### src/rtl/sarcp_pkg.sv
// package for the sar converter serial conversion port
// assumes a 100 MHz core clock; all pin timing is counted in its cycles
package sarcp_pkg;
    localparam int CLK_PERIOD_NS = 10;
    // conversion length bounds in ns, and derived cycle counts
    localparam int CONV_MIN_NS = 500;
    localparam int CONV_MAX_NS = 1300;
    localparam int CONV_MIN_CYC = (CONV_MIN_NS + CLK_PERIOD_NS - 1) / CLK_PERIOD_NS;
    localparam int CONV_MAX_CYC = CONV_MAX_NS / CLK_PERIOD_NS;
    localparam int CONV_SPAN_CYC = CONV_MAX_CYC - CONV_MIN_CYC;
    // output timing bounds in ns (not met: synchronisers and the output flop add three clocks of latency)
    localparam real DATA_DLY_NS = 13.4;
    localparam real EN_DLY_NS = 12.3;
    localparam real HZ_DLY_NS = 13.2;
    localparam int RES_W = 16;
    localparam int BIT_CNT_W = 5;
    localparam int CYC_CNT_W = 8;
    localparam logic [BIT_CNT_W-1:0] LAST_BIT = 5'h10;
    localparam logic [CYC_CNT_W-1:0] CYC_RST = 8'h00;
    localparam logic [7:0] LFSR_SEED = 8'hA5;
    localparam logic [RES_W-1:0] RES_RST = 16'h0000;

    typedef enum logic [1:0] {
        SARCP_ACQ = 2'b00,
        SARCP_CONV = 2'b01
    } sarcp_state_t;

    // pins from the host, grouped
    typedef struct packed {
        logic conv_trig;
        logic mode_sel;
        logic sclk;
    } sarcp_host_pins_t;

    // sampled analog inputs, digital stand-ins for the two input pins
    typedef struct packed {
        logic signed [RES_W-1:0] pos;
        logic signed [RES_W-1:0] neg;
    } sarcp_analog_t;
endpackage

### src/rtl/sarcp_port.sv
// serial conversion port of a 16-bit sar converter: sequencing and readout
// assumes host pins are asynchronous to clk_i and synchronised here
// Overview of operation
// - conversion start samples input difference
// - inputs disconnected during whole conversion
// - conversion timed by internal clock
// - reconnect inputs then enter acquisition
// - power down after conversion, through acquisition
// - result read during following acquisition
// - mode chosen from mode_sel at start
// - 3-wire: trigger low is chip select
// - 4-wire: mode_sel low is chip select
// - shift out after each sclk falling edge
// - 3-wire: msb driven on trigger fall
// - 3-wire: float on trigger rise/last edge
// - 4-wire: msb driven on mode_sel fall
// - 4-wire: float on mode_sel rise/last edge
// - daisy: mode_sel shifted in on falls
// - conversion 500 to 1300 ns, varying
// - result is two's complement difference
// - 16 bits msb first, float after 16th
module sarcp_port (
    // clock and reset
    input wire logic clk_i,
    input wire logic rst_b_i,
    // host pins
    input wire sarcp_pkg::sarcp_host_pins_t pins_i,
    // analog stand-ins
    input wire sarcp_pkg::sarcp_analog_t analog_i,
    // serial output, two signals of a three-state pin
    output logic sdo_o,
    output logic sdo_oe_o,
    // analog and power control, busy and mode status
    output logic inputs_conn_o,
    output logic powered_o,
    output logic converting_o,
    output logic daisy_mode_o
);
    import sarcp_pkg::*;

    logic rst_s1_ff, rst_b_ff;
    logic [2:0] sync1_ff, sync2_ff, prev_ff;
    logic trig, msel, sclk, trig_rise, trig_fall, msel_rise, msel_fall, sclk_fall;
    sarcp_state_t state_ff, nxt_state;
    logic [CYC_CNT_W-1:0] cyc_ff, nxt_cyc, len_ff, nxt_len;
    logic [7:0] lfsr_ff, nxt_lfsr;
    logic [RES_W-1:0] samp_ff, nxt_samp, sh_ff, nxt_sh;
    logic [BIT_CNT_W-1:0] bit_ff, nxt_bit;
    logic daisy_ff, nxt_daisy, oe_ff, nxt_oe, do_ff, nxt_do;
    logic conn_ff, nxt_conn, pwr_ff, nxt_pwr;
    logic conv_ff, nxt_conv;

    // reset release through two flops
    always_ff @(posedge clk_i or negedge rst_b_i) begin
        if (!rst_b_i) begin
            rst_s1_ff <= 1'b0;
            rst_b_ff <= 1'b0;
        end else begin
            rst_s1_ff <= 1'b1;
            rst_b_ff <= rst_s1_ff;
        end
    end

    // two-flop synchronisers, then a history flop for edge finding
    always_ff @(posedge clk_i or negedge rst_b_ff) begin
        if (!rst_b_ff) begin
            sync1_ff <= 3'h0;
            sync2_ff <= 3'h0;
            prev_ff <= 3'h0;
        end else begin
            sync1_ff <= {pins_i.conv_trig, pins_i.mode_sel, pins_i.sclk};
            sync2_ff <= sync1_ff;
            prev_ff <= sync2_ff;
        end
    end

    assign trig = sync2_ff[2];
    assign msel = sync2_ff[1];
    assign sclk = sync2_ff[0];
    assign trig_rise = trig & ~prev_ff[2];
    assign trig_fall = ~trig & prev_ff[2];
    assign msel_rise = msel & ~prev_ff[1];
    assign msel_fall = ~msel & prev_ff[1];
    assign sclk_fall = ~sclk & prev_ff[0];

    // sequencer: conversion timing, sampling, mode capture, power
    always_comb begin
        nxt_state = state_ff;
        nxt_cyc = cyc_ff;
        nxt_len = len_ff;
        nxt_lfsr = lfsr_ff;
        nxt_samp = samp_ff;
        nxt_daisy = daisy_ff;
        nxt_conn = conn_ff;
        nxt_pwr = pwr_ff;
        unique case (state_ff)
            SARCP_ACQ: begin
                if (trig_rise) begin
                    nxt_state = SARCP_CONV;
                    // difference captured as two's complement
                    nxt_samp = analog_i.pos - analog_i.neg;
                    nxt_daisy = ~msel;
                    nxt_conn = 1'b0;
                    nxt_pwr = 1'b1;
                    nxt_cyc = CYC_RST;
                    // pseudo-random length keeps conversions varying; the
                    // state lasts len+1 cycles, hence the one taken off here
                    nxt_len = CYC_CNT_W'(CONV_MIN_CYC - 1) +
                        CYC_CNT_W'(lfsr_ff % 8'(CONV_SPAN_CYC + 1));
                    nxt_lfsr = {lfsr_ff[6:0], lfsr_ff[7] ^ lfsr_ff[5] ^ lfsr_ff[4] ^ lfsr_ff[3]};
                end
            end
            SARCP_CONV: begin
                nxt_cyc = cyc_ff + 8'h01;
                if (cyc_ff >= len_ff) begin
                    nxt_state = SARCP_ACQ;
                    nxt_conn = 1'b1;
                    nxt_pwr = 1'b0;
                end
            end
            default: nxt_state = SARCP_ACQ;
        endcase
        // registered copy so the busy output comes from a flop
        nxt_conv = (nxt_state == SARCP_CONV);
    end

    always_ff @(posedge clk_i or negedge rst_b_ff) begin
        if (!rst_b_ff) begin
            state_ff <= SARCP_ACQ;
            cyc_ff <= CYC_RST;
            len_ff <= CYC_RST;
            lfsr_ff <= LFSR_SEED;
            samp_ff <= RES_RST;
            daisy_ff <= 1'b0;
            conn_ff <= 1'b1;
            pwr_ff <= 1'b0;
            conv_ff <= 1'b0;
        end else begin
            conv_ff <= nxt_conv;
            state_ff <= nxt_state;
            cyc_ff <= nxt_cyc;
            len_ff <= nxt_len;
            lfsr_ff <= nxt_lfsr;
            samp_ff <= nxt_samp;
            daisy_ff <= nxt_daisy;
            conn_ff <= nxt_conn;
            pwr_ff <= nxt_pwr;
        end
    end

    // readout: load at select, shift on sclk falls, float after 16 bits
    always_comb begin
        nxt_sh = sh_ff;
        nxt_bit = bit_ff;
        nxt_oe = oe_ff;
        nxt_do = do_ff;
        if (state_ff == SARCP_CONV || trig_rise) begin
            nxt_oe = 1'b0; // conversion start forces float
            nxt_bit = 5'h00;
        end else if (!daisy_ff && ((trig_fall && msel) || (msel_fall && !trig))
                     && bit_ff == 5'h00) begin
            // select edge: 3-wire uses trigger with mode_sel high, 4-wire uses
            // mode_sel once the trigger is already low
            nxt_oe = 1'b1;
            nxt_do = samp_ff[RES_W-1];
            nxt_sh = {samp_ff[RES_W-2:0], 1'b0};
            nxt_bit = 5'h01;
        end else if (!daisy_ff && oe_ff && (trig_rise || msel_rise)) begin
            nxt_oe = 1'b0;
        end else if (oe_ff && sclk_fall) begin
            if (bit_ff == LAST_BIT) begin
                nxt_oe = 1'b0;
            end else begin
                nxt_do = sh_ff[RES_W-1];
                nxt_sh = {sh_ff[RES_W-2:0], daisy_ff ? msel : 1'b0};
                nxt_bit = bit_ff + 5'h01;
            end
        end else if (daisy_ff && bit_ff == 5'h00 && state_ff == SARCP_ACQ && !pwr_ff
                     && !trig) begin
            // daisy chain drives as soon as the trigger drops in acquisition
            nxt_oe = 1'b1;
            nxt_do = samp_ff[RES_W-1];
            nxt_sh = {samp_ff[RES_W-2:0], 1'b0};
            nxt_bit = 5'h01;
        end
    end

    always_ff @(posedge clk_i or negedge rst_b_ff) begin
        if (!rst_b_ff) begin
            sh_ff <= RES_RST;
            bit_ff <= 5'h00;
            oe_ff <= 1'b0;
            do_ff <= 1'b0;
        end else begin
            sh_ff <= nxt_sh;
            bit_ff <= nxt_bit;
            oe_ff <= nxt_oe;
            do_ff <= nxt_do;
        end
    end

    assign sdo_o = do_ff;
    assign sdo_oe_o = oe_ff;
    assign inputs_conn_o = conn_ff;
    assign powered_o = pwr_ff;
    assign converting_o = conv_ff;
    assign daisy_mode_o = daisy_ff;

    // the host-side timing ..is trusted, not checked

    AST_INPUTS_OPEN: assert property (@(posedge clk_i) disable iff (!rst_b_ff)
        state_ff == SARCP_CONV |-> !conn_ff) else $error("inputs connected in conversion");
    AST_CONV_MAX: assert property (@(posedge clk_i) disable iff (!rst_b_ff)
        $rose(state_ff == SARCP_CONV) |-> ##[50:130] state_ff == SARCP_ACQ)
        else $error("conversion length out of bounds");
    AST_CONV_MIN: assert property (@(posedge clk_i) disable iff (!rst_b_ff)
        $rose(state_ff == SARCP_CONV) |-> (state_ff == SARCP_CONV) [*8])
        else $error("conversion too short");
    AST_CONV_MIN_LEN: assert property (@(posedge clk_i) disable iff (!rst_b_ff)
        state_ff == SARCP_CONV && nxt_state == SARCP_ACQ |->
        cyc_ff >= CYC_CNT_W'(CONV_MIN_CYC - 1)) else $error("conversion below minimum");
    AST_PWR_DOWN: assert property (@(posedge clk_i) disable iff (!rst_b_ff)
        $fell(state_ff == SARCP_CONV) |-> !pwr_ff && conn_ff)
        else $error("no power down after conversion");
    AST_NO_DRIVE_CONV: assert property (@(posedge clk_i) disable iff (!rst_b_ff)
        state_ff == SARCP_CONV |=> !oe_ff || $rose(state_ff == SARCP_ACQ))
        else $error("output driven during conversion");
    AST_MODE_LATCH: assert property (@(posedge clk_i) disable iff (!rst_b_ff)
        state_ff == SARCP_ACQ && trig_rise |=> daisy_ff == !$past(msel))
        else $error("mode not latched");
    AST_MSB_FIRST: assert property (@(posedge clk_i) disable iff (!rst_b_ff)
        $rose(oe_ff) |-> do_ff == samp_ff[RES_W-1]) else $error("msb not first");
    AST_FLOAT_LAST: assert property (@(posedge clk_i) disable iff (!rst_b_ff)
        oe_ff && sclk_fall && bit_ff == LAST_BIT |=> !oe_ff)
        else $error("no float after last bit");
    AST_SHIFT: assert property (@(posedge clk_i) disable iff (!rst_b_ff)
        oe_ff && sclk_fall && bit_ff < LAST_BIT && !trig_rise && !msel_rise |=>
        do_ff == $past(sh_ff[RES_W-1])) else $error("shift wrong");
    AST_MODE_USE: assert property (@(posedge clk_i) disable iff (!rst_b_ff)
        state_ff == SARCP_ACQ && !daisy_ff && oe_ff && msel_rise && !trig_rise |=> !oe_ff)
        else $error("deselect ignored");

    COV_CONV: cover property (@(posedge clk_i) $fell(state_ff == SARCP_CONV));
    COV_READ: cover property (@(posedge clk_i) oe_ff && bit_ff == LAST_BIT && sclk_fall);
    COV_DAISY: cover property (@(posedge clk_i) daisy_ff && oe_ff);
endmodule

### config.mk
export PLATFORM = sky130hd
export DESIGN_NAME = sarcp_port
export DESIGN_NICKNAME = d
export VERILOG_FILES = /design/src/rtl/sarcp_pkg.sv /design/src/rtl/sarcp_port.sv
export SDC_FILE = /design/constraint.sdc
export NUM_CORES = 1
export LEC_CHECK = 0
export ABC_CLOCK_PERIOD_IN_PS = 2900
export BUFFER_PORTS_ARGS = -buffer_cell sky130_fd_sc_hd__buf_2
export CAP_MARGIN = 15
export CORE_ASPECT_RATIO = 0.75
export CORE_MARGIN = 2
export CORE_UTILIZATION = 60
export DETAILED_ROUTE_END_ITERATION = 12
export HOLD_SLACK_MARGIN = 0.06
export PLACE_DENSITY = 0.89
export SYNTH_ARGS = -nofsm -noshare
export SYNTH_HDL_FRONTEND = slang
export SYNTH_SLANG_ARGS = --single-unit
### constraint.sdc
create_clock -name clk_i -period 2.9 [get_ports clk_i]
set_input_delay 0.435 -clock clk_i [delete_from_list [all_inputs] [get_ports clk_i]]
set_output_delay 0.435 -clock clk_i [all_outputs]
set_load 0.01 [all_outputs]
After elaboration in Yosys (flattened, before gate mapping)
Cells that the tools add are included.
{"block": "totals", "out_inout_bits": 6, "mem_bits_rw": 0, "word_cells": 111, "mem_count": 0, "latchBits": 0, "romBits": 0, "ff_bits": 80}
{"block": "classes", "add_sub_neg": 4, "mul": 0, "div": 1, "reduce_logical": 29, "eq_ne": 10, "bitwise": 14, "magnitude_cmp": 1, "n_mux": 34, "n_shift": 0}
{"cell": "2-to-1 mux 16 bit", "count": 5}
{"cell": "2-to-1 mux 5 bit", "count": 6}
{"cell": "2-to-1 mux 1 bit", "count": 16}
{"cell": "case mux 8 bit (2 select lines)", "count": 1}
{"cell": "subtractor 16 bit", "count": 1}
{"cell": "logical AND 1 bit", "count": 11}
{"cell": "adder 6 x 8 -> 8 bit, first input constant", "count": 1}
{"cell": "adder 8 x 1 -> 8 bit, second input constant", "count": 1}
{"cell": ">= comparator 8 bit", "count": 1}
{"cell": "remainder unit 8 x 7 -> 8 bit, second input constant", "count": 1}
{"cell": "2-to-1 mux 8 bit", "count": 1}
{"cell": "inequality test 2 bit, second input constant", "count": 3}
{"cell": "inequality test 3 bit, second input constant", "count": 2}
{"cell": "NOT 1 bit", "count": 6}
{"cell": "AND reduction 2 bit", "count": 3}
{"cell": "AND reduction 3 bit", "count": 2}
{"cell": "adder 5 x 1 -> 5 bit, second input constant", "count": 1}
{"cell": "AND 1 bit", "count": 5}
{"cell": "== test 5 bit, second input constant", "count": 1}
{"cell": "logical NOT 5 bit", "count": 1}
{"cell": "inequality test 5 x 4 -> 1 bit, second input constant", "count": 1}
{"cell": "nonzero test 5 bit", "count": 1}
{"cell": "== test 2 x 1 -> 1 bit, second input constant", "count": 2}
{"cell": "2-to-1 mux 2 bit", "count": 2}
{"cell": "11 further kinds", "count": 18}

Depth between registers and ports, before layout
{"block": "depth", "depth_word": 10, "mapped_depth": 20}

Worst setup path before layout
OpenSTA, ideal clock, no wires.
{"block": "synth_path", "path_kind": "register to register", "start": "reg lfsr_ff[2]", "end": "reg len_ff[6]", "slack_ns": -1.843, "setup_time_ns": 0.125, "path_stages_with_launch": 19, "t_required_ns": 2.775, "path_buffers": 0, "arrival_time_ns": 4.618, "cell_sequence": "dfstp_2 > inv_1 > ha_1 > or4_4 > o31a_1 > xnor2_1 > inv_1 > ha_1 > and4_1 > o311ai_0 > o211ai_1 > a221oi_4 > xnor2_1 > ha_1 > nor2b_1 > a41oi_2 > nand3_1 > xor2_1 > mux2_4"}
{"block": "synth_between", "elab_chain_len": 2}
{"item": "start: declaration", "line_no": "sarcp_port.sv:46", "rtl": "logic [7:0] lfsr_ff, nxt_lfsr;"}
{"item": "start signal: assignment", "line_no": "sarcp_port.sv:143", "rtl": "lfsr_ff <= nxt_lfsr;"}
{"item": "remainder unit 8 x 7 -> 8 bit", "line_no": "sarcp_port.sv:109", "rtl": "CYC_CNT_W'(lfsr_ff % 8'(CONV_SPAN_CYC + 1));"}
{"item": "adder 6 x 8 -> 8 bit", "line_no": "sarcp_port.sv:108", "rtl": "nxt_len = CYC_CNT_W'(CONV_MIN_CYC - 1) +"}
{"item": "end signal: assignment", "line_no": "sarcp_port.sv:142", "rtl": "len_ff <= nxt_len;"}
{"item": "end: declaration", "line_no": "sarcp_port.sv:45", "rtl": "logic [CYC_CNT_W-1:0] cyc_ff, nxt_cyc, len_ff, nxt_len;"}
No other way between the ends.
A chain may end at the register's enable or synchronous reset.

Worst setup path in the final report
Ends and elaborated chain as after synthesis.

==> flow_metrics.py <==
metrics = {
    "status": {
        "result_of_the_run": "finished with violations",
        "violations": "negative setup slack",
    },
    "power_and_ir_drop": {
        "power.density_cell_area_nw_per_um2": 921,
        "leakage_nw": 3.00,
        "vdd_drop_max_uv": 461,
    },
    "global_routing": {
        "grt_max_degree": 41,
        "antenna_violations_before_repair": 0,
        "wire_length_of_the_first_global_routing_pass_um": 19000,
        "vias_in_the_first_global_route": 4086,
        "grt.total_usage": 0.274,
        "gr_overflow_total": 0,
    },
    "critical_path": {
        "timing.critical_path.mode_cell": "sky130_fd_sc_hd__ha_4",
        "setup.worst_path.start_class": "flop",
        "worst_path_max_delay_cell": "sky130_fd_sc_hd__dfstp_2",
        "setup.worst_path.class": "reg -> reg",
        "r2r-start": "lfsr_ff[2]",
        "regToRegEndpoint": "len_ff[6]",
        "crit_path_end_kind": "flop",
        "slowest_delay_ns": 0.55,
        "crit_chain": "inv_2 > ha_4 > or4_4 > o31a_1 > xnor2_2 > inv_2 > ha_4 > nor4bb_4 > o311ai_1 > o211ai_1 > a221oi_4 > buf_6 > xnor2_4 > ha_4 > nand3b_1 > a21oi_2 > a41oi_2 > nand3_1 > xor2_1 > mux2_4",
        "cp_data_required_time_ns": 3.14,
        "r2r_cells": 20,
        "crit_arrival_ns": 4.46,
        "rrSetupSlack_ns": -1.33,
        "crit_fanout": 4,
    },
    "finish": {
        "n_antenna_cell": 0,
        "num-nets-final": 698,
        "area_growth_pct": 25.5,
        "drive_gt1_frac": 0.274,
        "filler_cell_count": 500,
        "final-seq-area_um2": 2010,
        "multi_input_comb_area_um2": 2810,
    },
    "clock_tree": {
        "max_root_sink_buffers": 2,
        "numCtsBuffers": 9,
        "worstSkewPairLatency_ns": 0.36,
        "clock_tree.root_cell": "sky130_fd_sc_hd__clkbuf_8",
        "worst_setup_hold_path_clk_slew_ns": 0.09,
        "cts.sinks": 80,
        "clock_tree_from_tritoncts": "built",
        "h_tree_depth_reported_by_cts": 3,
    },
    "sta": {
        "slew_headroom": 0.405,
        "timing.final.ws_setup_ns": -1.33,
        "fin_skew_ns": 0.0112,
        "report.final.slew_viol_count": 0,
        "max_freq_mhz": 237,
        "final-setup-viol-count": 8,
        "max_slew.worst_pin.slew_ns": 0.892,
        "final-hold-violation-count": 0,
        "hold_ws_ns": 0.190,
        "timing.final.crit_share": 1.46,
        "rsz0062_at_grt": "true",
        "fin_tns_setup_ns": -8.29,
        "fin_crit_ns": 4.23,
    },
    "run": {
        "max-cap-violations": 0,
    },
    "synth": {
        "ys_seq_area_frac": 0.416,
        "synth-edff-count": 0,
        "number_of_distinct_library_cells_after_synthesis": 60,
        "synth_area_um2": 4830,
        "synth_cells": 521,
        "syn-num-nets": 590,
        "postSynthAreaPerCell_um2": 9.27,
        "synthFlopType": "sky130_fd_sc_hd__dfrtp_1",
        "synth-seq-cells": 80,
        "synth_warnings": 0,
        "synth_async_sr_flop_share": 1.00,
    },
    "place": {
        "gpl.final_weighted_congestion": 0.864,
        "dp_hpwl_um": 8100,
        "place.port_buffers": 42,
    },
    "detailed_routing": {
        "drc_errors": 0,
        "routed-via-count": 4350,
        "wl_um": 12400,
        "drtAntennaViolNets": 0,
        "detail_route.first_pass.iterations": 7,
        "routed_wire_length_per_instance_um": 16.7,
        "initialDrtViolationCount": 318,
        "routed_via_density": 5.89,
    },
    "hold_path": {
        "min_delay_path_depth": 1,
        "hold_start": "pins_i[1]",
        "min_to": "sync1_ff[1]",
        "hold_path.class": "in -> reg",
    },
    "floorplanning": {
        "die_x_um": 108,
        "top_level_ports": 43,
        "core-area_um2": 7850,
        "count_of_standard_cell_rows": 28,
        "chipHeight_um": 81.7,
        "die_area_um2": 8790,
        "initial_utilization": 0.615,
    },
}
==> worst max-delay path: cells and delay by family (launching register included) <==
family                     cells  cell delay, ns
xor gates and xnor gates       3            0.46
adders and majority gates      3            0.49
muxes                          1            0.27
and+or+nand+nor                4            0.86
AOI/OAI and AO/OA              6            1.17
buffers and inverters          3            0.30
DFF                            1            0.55
==> how the worst max path moves through the flow <==
stage                from        end  slack [ns]  cells past startpoint
6_report       lfsr_ff[2]  len_ff[6]       -1.33                     20
5_1_grt        lfsr_ff[2]  len_ff[6]       -1.47                     20
4_1_cts        lfsr_ff[2]  len_ff[6]       -1.20                     19
3_5_place_dp   lfsr_ff[2]  len_ff[6]       -1.21                     19
3_3_place_gp   lfsr_ff[2]  len_ff[6]       -1.04                     19
2_1_floorplan  lfsr_ff[2]  len_ff[6]       -1.45                     19
==> per-layer routing <==
metal  wire length [um]  share of wire  track usage
met4                307          0.025       0.0872
met1               5190           0.42        0.358
met2               6130           0.50        0.481
met3                730          0.059       0.0365
met5                  0              0            0
==> metrics by stage <==
stage	setup WS [ns]	instance area, um2	std cells	power, W	util
2_1_floorplan	-1.45	4860	521	0.00319	-
3_3_place_gp	-1.04	5540	703	0.00395	0.706
3_5_place_dp	-1.21	5540	703	0.00410	0.706
4_1_cts	-1.20	5820	728	0.00500	0.742
5_1_grt	-1.47	6060	739	0.00592	0.772
6_report	-1.33	6060	739	0.00558	0.772
==> cell usage after synthesis (3+ instances only) <==
master | count | area (um2)
sky130_fd_sc_hd__o21a_1 | 4 | 30.0
sky130_fd_sc_hd__clkbuf_1 | 17 | 63.8
sky130_fd_sc_hd__o21ai_0 | 63 | 315
sky130_fd_sc_hd__a21o_1 | 8 | 60.1
sky130_fd_sc_hd__xor2_1 | 14 | 123
sky130_fd_sc_hd__nor2b_1 | 10 | 62.6
sky130_fd_sc_hd__and3_1 | 3 | 18.8
sky130_fd_sc_hd__a21oi_1 | 17 | 85.1
sky130_fd_sc_hd__and3b_1 | 3 | 26.3
sky130_fd_sc_hd__dfrtp_1 | 75 | 1880
sky130_fd_sc_hd__nand4_1 | 8 | 50.1
sky130_fd_sc_hd__mux2_2 | 3 | 33.8
sky130_fd_sc_hd__o21ai_1 | 3 | 15.0
sky130_fd_sc_hd__inv_1 | 37 | 139
sky130_fd_sc_hd__nand2b_1 | 6 | 37.5
sky130_fd_sc_hd__a31oi_1 | 3 | 18.8
sky130_fd_sc_hd__or3_1 | 4 | 25.0
sky130_fd_sc_hd__nand3_1 | 14 | 70.1
sky130_fd_sc_hd__and4_1 | 3 | 26.3
sky130_fd_sc_hd__ha_1 | 31 | 388
sky130_fd_sc_hd__nor2_1 | 19 | 71.3
sky130_fd_sc_hd__xnor2_1 | 20 | 175
sky130_fd_sc_hd__dfstp_2 | 5 | 131
sky130_fd_sc_hd__nand2_1 | 76 | 285
sky130_fd_sc_hd__nor3_1 | 8 | 40.0
sky130_fd_sc_hd__mux2i_1 | 21 | 210
==> cells by family after synthesis <==
logic type | after synthesis | share of synthesized area
AO/OA/AOI/OAI | 126 | 0.168
multiplexers | 26 | 0.0565
flip-flops | 80 | 0.416
other | 2 | 0.00156
buffers and inverters | 54 | 0.0420
XOR/XNOR | 35 | 0.0650
adder cells (fa/ha/maj) | 32 | 0.0845
AND/OR/NAND/NOR | 166 | 0.166
==> sequential cells by signal, indices dropped and copies added, names as in the netlist, 5 cells and up <==
name     count
samp_ff     16
sh_ff       16
cyc_ff       8
len_ff       8
lfsr_ff      8
bit_ff       5
==> what timing repair did <==
action,4_1_cts,5_1_grt
gates resized for setup,7,30
setup endpoints to repair,8,8
pin swaps,6,11
endpoints found under the hold margin,2,0
buffers inserted,8,12
hold buffers,1,0
==> area by class of cell <==
cell class	instances	share of cell area
well taps	105	0.0217
multi-input cells	387	0.464
clock inverters	5	0.00640
clock buffers	11	0.0233
inverters	37	0.0229
flip-flops and latches	80	0.332
repair buffers	114	0.130
==> cell usage in the layout (no fill, tap or decap), types with 3 or more instances in the layout <==
cell	instances
sky130_fd_sc_hd__a21o_1	8
sky130_fd_sc_hd__a21oi_1	14
sky130_fd_sc_hd__a21oi_2	3
sky130_fd_sc_hd__a31oi_1	3
sky130_fd_sc_hd__and3_1	3
sky130_fd_sc_hd__and3b_1	3
sky130_fd_sc_hd__buf_2	42
sky130_fd_sc_hd__buf_4	62
sky130_fd_sc_hd__buf_6	9
sky130_fd_sc_hd__clkbuf_8	10
sky130_fd_sc_hd__dfrtp_1	74
sky130_fd_sc_hd__dfstp_2	5
sky130_fd_sc_hd__ha_1	27
sky130_fd_sc_hd__ha_4	3
sky130_fd_sc_hd__inv_1	35
sky130_fd_sc_hd__mux2_2	3
sky130_fd_sc_hd__mux2i_1	20
sky130_fd_sc_hd__nand2_1	75
sky130_fd_sc_hd__nand2b_1	6
sky130_fd_sc_hd__nand3_1	14
sky130_fd_sc_hd__nand4_1	8
sky130_fd_sc_hd__nor2_1	18
sky130_fd_sc_hd__nor2b_1	9
sky130_fd_sc_hd__nor3_1	7
sky130_fd_sc_hd__o21a_1	4
sky130_fd_sc_hd__o21ai_0	58
sky130_fd_sc_hd__o21ai_1	7
sky130_fd_sc_hd__o311ai_4	3
sky130_fd_sc_hd__or3_1	4
sky130_fd_sc_hd__xnor2_1	16
sky130_fd_sc_hd__xor2_1	14
==> power by group <==
part | total [W] | internal [W] | switching, W
Sequential | 0.00168 | 0.00144 | 0.000239
Clock | 0.000763 | 0.000341 | 0.000422
Combinational | 0.00314 | 0.00158 | 0.00156
Total | 0.00558 | 0.00336 | 0.00222
Note: power is estimated with default switching activity, not from simulation.
